### src/crph_cfg.svh
`ifndef CRPH_CFG_SVH
`define CRPH_CFG_SVH
// APB register byte offsets
`define CRPH_OFF_CTRL 12'h000
`define CRPH_OFF_STAT 12'h004
`define CRPH_OFF_MASK 12'h008
`define CRPH_OFF_PRIM 12'h00C
`define CRPH_OFF_PC 12'h010
`define CRPH_OFF_IADDR 12'h014
`define CRPH_OFF_ACT 12'h018
// Primitive field positions
`define CRPH_BIT_CA 15
`define CRPH_BIT_PIA 14
`define CRPH_BIT_DIR 13
// Busy pattern with flag bit 14 masked off
`define CRPH_BUSY_MASK 16'hBFFF
`define CRPH_BUSY_VAL 16'hA400
// Null primitive: bits 13..9 equal 00100, bits 7..2 zero
`define CRPH_NULL_MASK 16'h3EFC
`define CRPH_NULL_VAL 16'h0800
// Status bit positions
`define CRPH_ST_BUSY 0
`define CRPH_ST_PROTO 1
`define CRPH_ST_DONE 2
`define CRPH_ST_BKPT 3
`define CRPH_ST_W 4
// Reset values
`define CRPH_RST_MASK 4'h0
`endif

### src/crph_pkg.sv
package crph_pkg;
  typedef enum logic [2:0] {
    CRPH_IDLE, CRPH_RD_REQ, CRPH_RD_WAIT, CRPH_PC_REQ, CRPH_PC_WAIT, CRPH_SERVE
  } crph_st_t;
endpackage

### src/crph_top.sv
// Notes on behaviour
// - A primitive is a 16-bit response word whose top three bits are flags and lower 13 bits are fields.
// - With come-again set on a null primitive, the service is done and the response register is read again.
// - With pass-address set, the program counter is written to the instruction address register first.
// - The pass-address flag is honoured in every defined primitive.
// - Undefined primitives raise a protocol exception, after passing the address if flagged.
// - A clear direction flag means a processor write, a set one a processor read.
// - Busy is bit 15, pass flag at 14, bits 13 and 10 one, the rest zero, for both categories.
// - On busy, pending interrupts are serviced pre-instruction and the instruction is restarted.
// - Busy from a breakpoint-started instruction with an interrupt pending repeats the breakpoint cycle.
`include "crph_cfg.svh"
module crph_top
  import crph_pkg::*;
#(
  parameter int AW = 32
) (
  // Clock and reset
  input wire logic CLK_SYS,
  input wire logic RST,
  // APB slave
  input wire logic PSEL,
  input wire logic PENABLE,
  input wire logic PWRITE,
  input wire logic [11:0] PADDR,
  input wire logic [31:0] PWDATA,
  output logic [31:0] PRDATA,
  output logic PREADY,
  output logic PSLVERR,
  // Interface register port toward coprocessor
  output logic CIR_REQ,
  output logic CIR_WRITE,
  output logic CIR_IADDR_SEL,
  output logic [AW-1:0] CIR_WDATA,
  input wire logic CIR_ACK,
  input wire logic [15:0] CIR_RDATA,
  // Processor status inputs
  input wire logic IRQ_PENDING,
  input wire logic BKPT_START,
  // Actions to the processor
  output logic SERVICE_REQ,
  output logic XFER_READ,
  output logic RESTART_INSTR,
  output logic REPEAT_BKPT,
  output logic PROTO_EXC,
  output logic PRE_INSTR_INT,
  // Interrupt
  output logic IRQ
);

  typedef struct packed {
    crph_st_t st;
    logic [15:0] prim;
    logic [AW-1:0] pc;
    logic [AW-1:0] iaddr;
    logic [3:0] stat;
    logic [3:0] mask;
    logic bkpt;
    logic [31:0] rdata;
    logic svc;
    logic xrd;
    logic rst_i;
    logic rep_b;
    logic pexc;
    logic pint;
    logic req;
    logic wr;
    logic isel;
    logic [AW-1:0] wdata;
  } crph_s_t;

  crph_s_t s_q;
  crph_s_t s_d;

  function automatic logic is_busy(input logic [15:0] p);
    return (p & `CRPH_BUSY_MASK) == `CRPH_BUSY_VAL;
  endfunction

  function automatic logic is_null(input logic [15:0] p);
    return (p & `CRPH_NULL_MASK) == `CRPH_NULL_VAL;
  endfunction

  function automatic logic [31:0] reg_word(input logic [11:0] a, input crph_s_t s);
    logic [31:0] w;
    w = 32'h0000_0000;
    unique case (a)
      `CRPH_OFF_CTRL: begin
        w = {31'h0, s.st != CRPH_IDLE};
      end
      `CRPH_OFF_STAT: begin
        w = {28'h0, s.stat};
      end
      `CRPH_OFF_MASK: begin
        w = {28'h0, s.mask};
      end
      `CRPH_OFF_PRIM: begin
        w = {16'h0, s.prim};
      end
      `CRPH_OFF_PC: begin
        w = 32'(s.pc);
      end
      `CRPH_OFF_IADDR: begin
        w = 32'(s.iaddr);
      end
      `CRPH_OFF_ACT: begin
        w = {31'h0, s.xrd};
      end
      default: begin
        w = 32'h0000_0000;
      end
    endcase
    return w;
  endfunction

  // Out of range or not word aligned
  function automatic logic addr_bad(input logic [11:0] a);
    return (a > `CRPH_OFF_ACT) || (a[1:0] != 2'h0);
  endfunction

  logic apb_acc;
  logic apb_wr;
  logic apb_rd;
  logic [3:0] ev;

  assign apb_acc = PSEL && PENABLE;
  assign apb_wr = apb_acc && PWRITE;
  assign apb_rd = apb_acc && !PWRITE;

  always_comb begin
    s_d = s_q;
    ev = 4'h0;
    s_d.svc = 1'b0;
    s_d.rst_i = 1'b0;
    s_d.rep_b = 1'b0;
    s_d.pexc = 1'b0;
    s_d.pint = 1'b0;
    s_d.rdata = 32'h0000_0000;
    // Register writes
    if (apb_wr) begin
      unique case (PADDR)
        `CRPH_OFF_CTRL: begin
          if (PWDATA[0] && s_q.st == CRPH_IDLE) begin
            s_d.st = CRPH_RD_REQ;
            s_d.bkpt = BKPT_START;
          end
        end
        `CRPH_OFF_MASK: s_d.mask = PWDATA[3:0];
        `CRPH_OFF_PC: s_d.pc = PWDATA[AW-1:0];
        default: ;
      endcase
    end
    unique case (s_q.st)
      CRPH_IDLE: ;
      CRPH_RD_REQ: begin
        // Response register read, 16-bit word
        s_d.req = 1'b1;
        s_d.wr = 1'b0;
        s_d.isel = 1'b0;
        s_d.st = CRPH_RD_WAIT;
      end
      CRPH_RD_WAIT: begin
        if (CIR_ACK) begin
          s_d.req = 1'b0;
          s_d.prim = CIR_RDATA;
          s_d.xrd = CIR_RDATA[`CRPH_BIT_DIR];
          // Address goes out first for any primitive, even an undefined one
          if (CIR_RDATA[`CRPH_BIT_PIA]) begin
            s_d.st = CRPH_PC_REQ;
          end else begin
            s_d.st = CRPH_SERVE;
          end
        end
      end
      CRPH_PC_REQ: begin
        s_d.req = 1'b1;
        s_d.wr = 1'b1;
        s_d.isel = 1'b1;
        s_d.wdata = s_q.pc;
        s_d.iaddr = s_q.pc;
        s_d.st = CRPH_PC_WAIT;
      end
      CRPH_PC_WAIT: begin
        if (CIR_ACK) begin
          s_d.req = 1'b0;
          s_d.wr = 1'b0;
          s_d.isel = 1'b0;
          s_d.st = CRPH_SERVE;
        end
      end
      CRPH_SERVE: begin
        if (is_busy(s_q.prim)) begin
          // Busy wins over come-again; both categories decode it alike
          ev[`CRPH_ST_BUSY] = 1'b1;
          s_d.pint = IRQ_PENDING;
          s_d.rst_i = 1'b1;
          s_d.rep_b = s_q.bkpt && IRQ_PENDING;
          if (s_q.bkpt && IRQ_PENDING) begin
            ev[`CRPH_ST_BKPT] = 1'b1;
          end
          s_d.st = CRPH_IDLE;
        end else if (!is_null(s_q.prim)) begin
          // Only busy and null are known here; the rest go to the handler
          ev[`CRPH_ST_PROTO] = 1'b1;
          s_d.pexc = 1'b1;
          s_d.st = CRPH_IDLE;
        end else begin
          s_d.svc = 1'b1;
          if (s_q.prim[`CRPH_BIT_CA]) begin
            s_d.st = CRPH_RD_REQ;
          end else begin
            ev[`CRPH_ST_DONE] = 1'b1;
            s_d.st = CRPH_IDLE;
          end
        end
      end
      default: s_d.st = CRPH_IDLE;
    endcase
    // Read word captured in the setup cycle so the bus data leaves a flop
    if (PSEL && !PENABLE && !PWRITE) begin
      s_d.rdata = reg_word(PADDR, s_q);
    end
    // Status read clears only the captured bits; later events survive, set wins
    if (apb_rd && PADDR == `CRPH_OFF_STAT) begin
      s_d.stat = s_q.stat & ~s_q.rdata[3:0];
    end
    s_d.stat = s_d.stat | ev;
  end

  always_ff @(posedge CLK_SYS or posedge RST) begin
    if (RST) begin
      s_q <= '0;
      s_q.st <= CRPH_IDLE;
      s_q.mask <= `CRPH_RST_MASK;
    end else begin
      s_q <= s_d;
    end
  end

  // Zero-wait slave; the word stands only in the access cycle
  assign PRDATA = s_q.rdata;
  assign PREADY = 1'b1;
  assign PSLVERR = apb_acc && addr_bad(PADDR);
  assign CIR_REQ = s_q.req;
  assign CIR_WRITE = s_q.wr;
  assign CIR_IADDR_SEL = s_q.isel;
  assign CIR_WDATA = s_q.wdata;
  assign SERVICE_REQ = s_q.svc;
  assign XFER_READ = s_q.xrd;
  assign RESTART_INSTR = s_q.rst_i;
  assign REPEAT_BKPT = s_q.rep_b;
  assign PROTO_EXC = s_q.pexc;
  assign PRE_INSTR_INT = s_q.pint;
  assign IRQ = |(s_q.stat & s_q.mask);

endmodule // crph_top

### config.mk
export PLATFORM = sky130hd
export DESIGN_NAME = crph_top
export DESIGN_NICKNAME = d
export VERILOG_FILES = /design/src/crph_pkg.sv /design/src/crph_top.sv
export VERILOG_INCLUDE_DIRS = /design/src
export SDC_FILE = /design/constraint.sdc
export NUM_CORES = 1
export LEC_CHECK = 0
export BUFFER_PORTS_ARGS = -buffer_cell sky130_fd_sc_hd__buf_2
export CAP_MARGIN = 15
export CORE_MARGIN = 2
export CORE_UTILIZATION = 35
export CTS_CLUSTER_DIAMETER = 120
export DETAILED_ROUTE_END_ITERATION = 8
export GPL_ROUTABILITY_DRIVEN = 1
export PLACE_DENSITY = 0.64
export SYNTH_ARGS = -nofsm -noshare
export SYNTH_HDL_FRONTEND = slang
export SYNTH_SLANG_ARGS = --single-unit
### constraint.sdc
create_clock -name CLK_SYS -period 5.3 [get_ports CLK_SYS]
set_clock_uncertainty 0.15 [all_clocks]
set_input_delay 1.325 -clock CLK_SYS [delete_from_list [all_inputs] [get_ports CLK_SYS]]
set_output_delay 1.325 -clock CLK_SYS [all_outputs]
set_load 0.05 [all_outputs]
Yosys cells after proc, flatten, opt, wreduce, memory -nomap -nowiden
Index checks and enable logic that the tools add are counted.
Storage, ports and cells
  memory bits (writable): 0
  input port bits: 68
  bits in latches: 0
  memories: 0
  bits in read-only memories: 0
  output and inout bits: 76
  word-level logic and storage cells: 95
  flip-flop bits (word level): 133
Cells by class
  equal/unequal tests: 15
  $lt $le $gt $ge: 1
  add/sub/neg operators: 0
  shifts and indexed selects: 0
  bitwise logic cells: 4
  div/mod/pow operators: 0
  mux-type cells: 32
  multiply operators: 0
  reduce and logical (&&, ||, !) cells: 26
Operators with widths (count)
  $pmux W32 S7: 1
  $eq A12 B5 Y1 const B: 3
  $mux W32: 1
  $eq A12 B4 Y1 const B: 2
  $mux W19: 1
  $mux W3: 6
  $pmux W3 S6: 1
  $eq A15 B15 Y1 const B: 1
  $mux W1: 15
  $eq A12 B3 Y1 const B: 1
  $gt A12 B5 Y1 const B: 1
  $logic_not A12 Y1: 1
  $mux W4: 3
  $eq A11 B9 Y1 const B: 1
  $logic_and A1 B1 Y1: 9
  $reduce_bool A3 Y1: 3
  $and A4 B4 Y4: 2
  $reduce_and A2 Y1: 4
  $eq A3 B2 Y1 const B: 2
  $eq A3 B3 Y1 const B: 2
  $pmux W2 S3: 1
  $reduce_and A3 Y1: 2
  $mux W2: 2
  $ne A2 B2 Y1 const B: 2
  other kinds (10): 11

Depth between registers and ports, before layout
  depth in word-level cells: 7
  depth in mapped cells: 7
  depth with buffers taken out: 4

Worst setup path after synthesis
OpenSTA, ideal clock, no wires.
  path kind: input-to-output
  start point: input port PADDR[5]
  end point: output port PSLVERR
  stages on the path: 6
  data arrival time: 3.303 ns
  required time: 3.825 ns
  buffers on the path: 2
  slack: 0.522 ns
  path through: or3_1 or2_1 clkbuf_1 clkbuf_1 inv_1 a31oi_1
On the way
  word-level cells in the longest chain between the ends: 3
Ends and longest elaborated chain
  start, declared: RTL line crph_top.sv:24  | input wire logic [11:0] PADDR,
  $gt A12 B5 Y1 (no source line)
  $logic_or A1 B1 Y1: RTL line crph_top.sv:116  | return (a > `CRPH_OFF_ACT) || (a[1:0] != 2'h0);
  $logic_and A1 B1 Y1: RTL line crph_top.sv:241  | assign PSLVERR = apb_acc && addr_bad(PADDR);
  end, declared: RTL line crph_top.sv:28  | output logic PSLVERR,
No other way between the ends.

Worst setup path in the final report
  start point: input port PADDR[9]
  end point: output port PSLVERR
Same word-level chain as after synthesis.

==> results.yml <==
synth:
  synth_edf_count: 0
  ys_seq_elements: 131
  synthesis.nets: 566
  postSynth.asyncResetShare_pct: 100
  synth_top_area_cell: "dfrtp_1"
  avgSynthCellArea_sq_um: 12.5
  yosysWarnings: 0
  ys_types: 49
  synth_ff_type: "dfrtp_1"
  ys_seq_area_share_pct: 52.6
  netlist_area_sq_um: 6230
  synthCells: 498
  synth.top_cells.by_area: "dfrtp_1 53%, mux2_2 14%, buf_4 8.3%"
  synth.top_cell.area_share_pct: 52.6
worst_setup_path:
  worstPathRequired_ps: 3830
  critPathTopFamily: "simple AND/OR/NAND/NOR gates"
  cp_slowest_stage_delay_ps: 570
  slowest_stage: "or4_4"
  cp.arrival_ps: 2570
  worstRegToRegCells: 3
  crit_type: "input port to output pin"
  r2r_slack_ps: 3160
  critPathCapture: "PSLVERR"
  cp_common_cell: "buf_2"
  crit_fanout: 5
  start_kind: "input port"
  path_buf_inv: 3
  crit_cells: 6
  timing.critical_path.from: "PADDR[9]"
  r2r-end: "CIR_WDATA[22]"
  worstPathCellList: "buf_2, or4_4, or2_1, inv_1, a31oi_1, buf_2"
  r2r-start: "s_q[163]"
  critPathCaptureType: "output pin"
place:
  port_buffers: 142
  dpl.hpwl_mm: 9.88
  routabilityCongestion: 0.830
  placed_area_sq_um: 6650
  dp_slack_ps: 1210
  placedCellCount: 777
sta:
  fin_crit_sh_pct: 76.3
  whs_ps: 362
  max_freq_mhz: 247
  worst_pin_slew_ps: 944
  hold_violations: 0
  relSlewSlack_pct: 36.8
  fin_setup_tns_ps: 0
  setup_slack_ps: 1250
  rsz0062_at_grt: "no"
  drv_slew: 0
  finalCriticalPeriod_ps: 4050
  final-setup-viol-count: 0
clocking:
  clk_latency_ps: 410
  clockBufferDepth: 2
  hold_buffers: 0
  h-tree-depth: 4
  path_clk_slew_ps: 60
  cts-buffers-inserted: 17
  post_cts_resized: 0
  cts_setup_buffers: 0
  cts_tree: "built"
  root_buffer: "clkbuf_16"
  cts.sinks: 131
detailed_routing:
  routed_wl_mm: 14.5
  drt_iter0_drc: 142
  met3_length_microns: 784
  wl_met2_mm: 7.09
  via_per_inst: 5.00
  post-route-drc-count: 0
  wl_met1_mm: 6.49
  firstDrtPassIters: 4
  wire_per_inst_microns: 18.0
  vias: 4045
  dr.max_layer_used: "met4"
  ant_nets: 0
power_and_ir_drop:
  p_switching_mw: 0.699
  pwr_density_cell_nw_per_um2: 372
  combPwrFrac_pct: 12.5
  p_seq_share_pct: 43.3
  leakage_nw: 3.65
  netSwitchingFraction_pct: 25.9
  clock_power_share_pct: 44.2
  power_mw: 2.70
  max-vdd-ir-drop_uv: 209
  p_int_mw: 2.00
global_route:
  grt_max_degree: 50
  overflow: 0
  grt_pass1_wl_mm: 22.7
  grt_use_total_pct: 16.1
  grt_pass1_vias: 4192
  antenna_found_initial: 0
floorplan:
  fp.dieW_microns: 137
  start_util_pct: 35.9
  core_sq_um: 17400
  num_io_pins: 144
  dieArea_sq_um: 18900
  row_count: 48
  die_y_microns: 137
final_layout:
  syn_to_final_growth_pct: 16.5
  n_antenna_cell: 0
  largest-register: "s_q"
  finalInstanceArea_sq_um: 7260
  final_util_pct: 41.8
  final_cells: 809
  drive_gt1_share_pct: 48.5
  largest_register_ffs: 60
  fin_nets: 639
flow_run:
  maxCapViolCount: 0
outcome:
  status: "completed"
worst_hold_path:
  hold_class: "flip-flop to flip-flop"
## worst register-to-register path, delay by kind of cell, from the launching register on
kind,cells,cell delay [ps]
muxes,1,530
DFF,1,530
and+or+nand+nor,2,800
## synthesized netlist by cell type (all sizes together) (4+ instances only)
cell type and n:
dfrtp 131, mux2 83, buf 82, mux2i 33, nor4 19, a21oi 18
clkbuf 14, or3 14, nand2 13, nand4 12, nor2 8, inv 6
a22oi 5, nor2b 5, o21ai 5, a22o 4, and3 4, nand2b 4
## metal layers
metal,vias up,GRT usage (%)
li1,1865,-
met5,-,0
met1,2042,20.5
met4,0,5.38
met3,13,4.08
met2,125,26.9
## cell type report
| class | instances | area, sq um |
|---|---|---|
| fillers | 1615 | 10100 |
| flip-flops and latches | 131 | 3280 |
| clock inverters | 10 | 130 |
| inverters | 6 | 25.0 |
| repair buffers | 150 | 771 |
| clock buffers | 22 | 474 |
| well taps | 225 | 282 |
| multi-input cells | 265 | 2300 |
## power by group through the flow
stage / logic, mW / clock network (mW) / registers [mW]
2_1_floorplan: 0.237 / 0 / 1.18
6_report: 0.338 / 1.19 / 1.17
5_1_grt: 0.368 / 1.27 / 1.18
3_5_place_dp: 0.339 / 0 / 1.19
4_1_cts: 0.342 / 1.22 / 1.17
3_3_place_gp: 0.333 / 0 / 1.18
## layout by cell type (no fill, tap or decap), drive strengths merged, types with 4 or more instances in the layout
cell,n
buf,150
nand2b,4
nor4,19
or3,14
mux2i,33
nor2b,5
dfrtp,131
clkbuf,22
nand4,12
inv,6
nand2,13
o21ai,5
clkinv,5
nor2,8
and3,4
mux2,83
a21oi,18
a22oi,5
a22o,4
## worst min path at each step
stage | start | end | slack [ps] | cells past startpoint
finish | s_q[79] | s_q[79] | 360 | 1
detailed placement | s_q[79] | s_q[79] | 340 | 1
floorplan | s_q[78] | s_q[78] | 320 | 1
CTS | s_q[79] | s_q[79] | 360 | 1
global placement | s_q[140] | s_q[140] | 340 | 1
global route | s_q[114] | s_q[114] | 380 | 1
## kinds of logic after synthesis
kind of cell,synth area share [%]
buffers and inverters,10.6
and+or+nand+nor,11.6
DFF,52.6
other,0.0602
muxes,20.3
AOI/OAI and AO/OA,4.66
xor gates and xnor gates,0.141
Note: power is estimated with default switching activity, not from simulation.
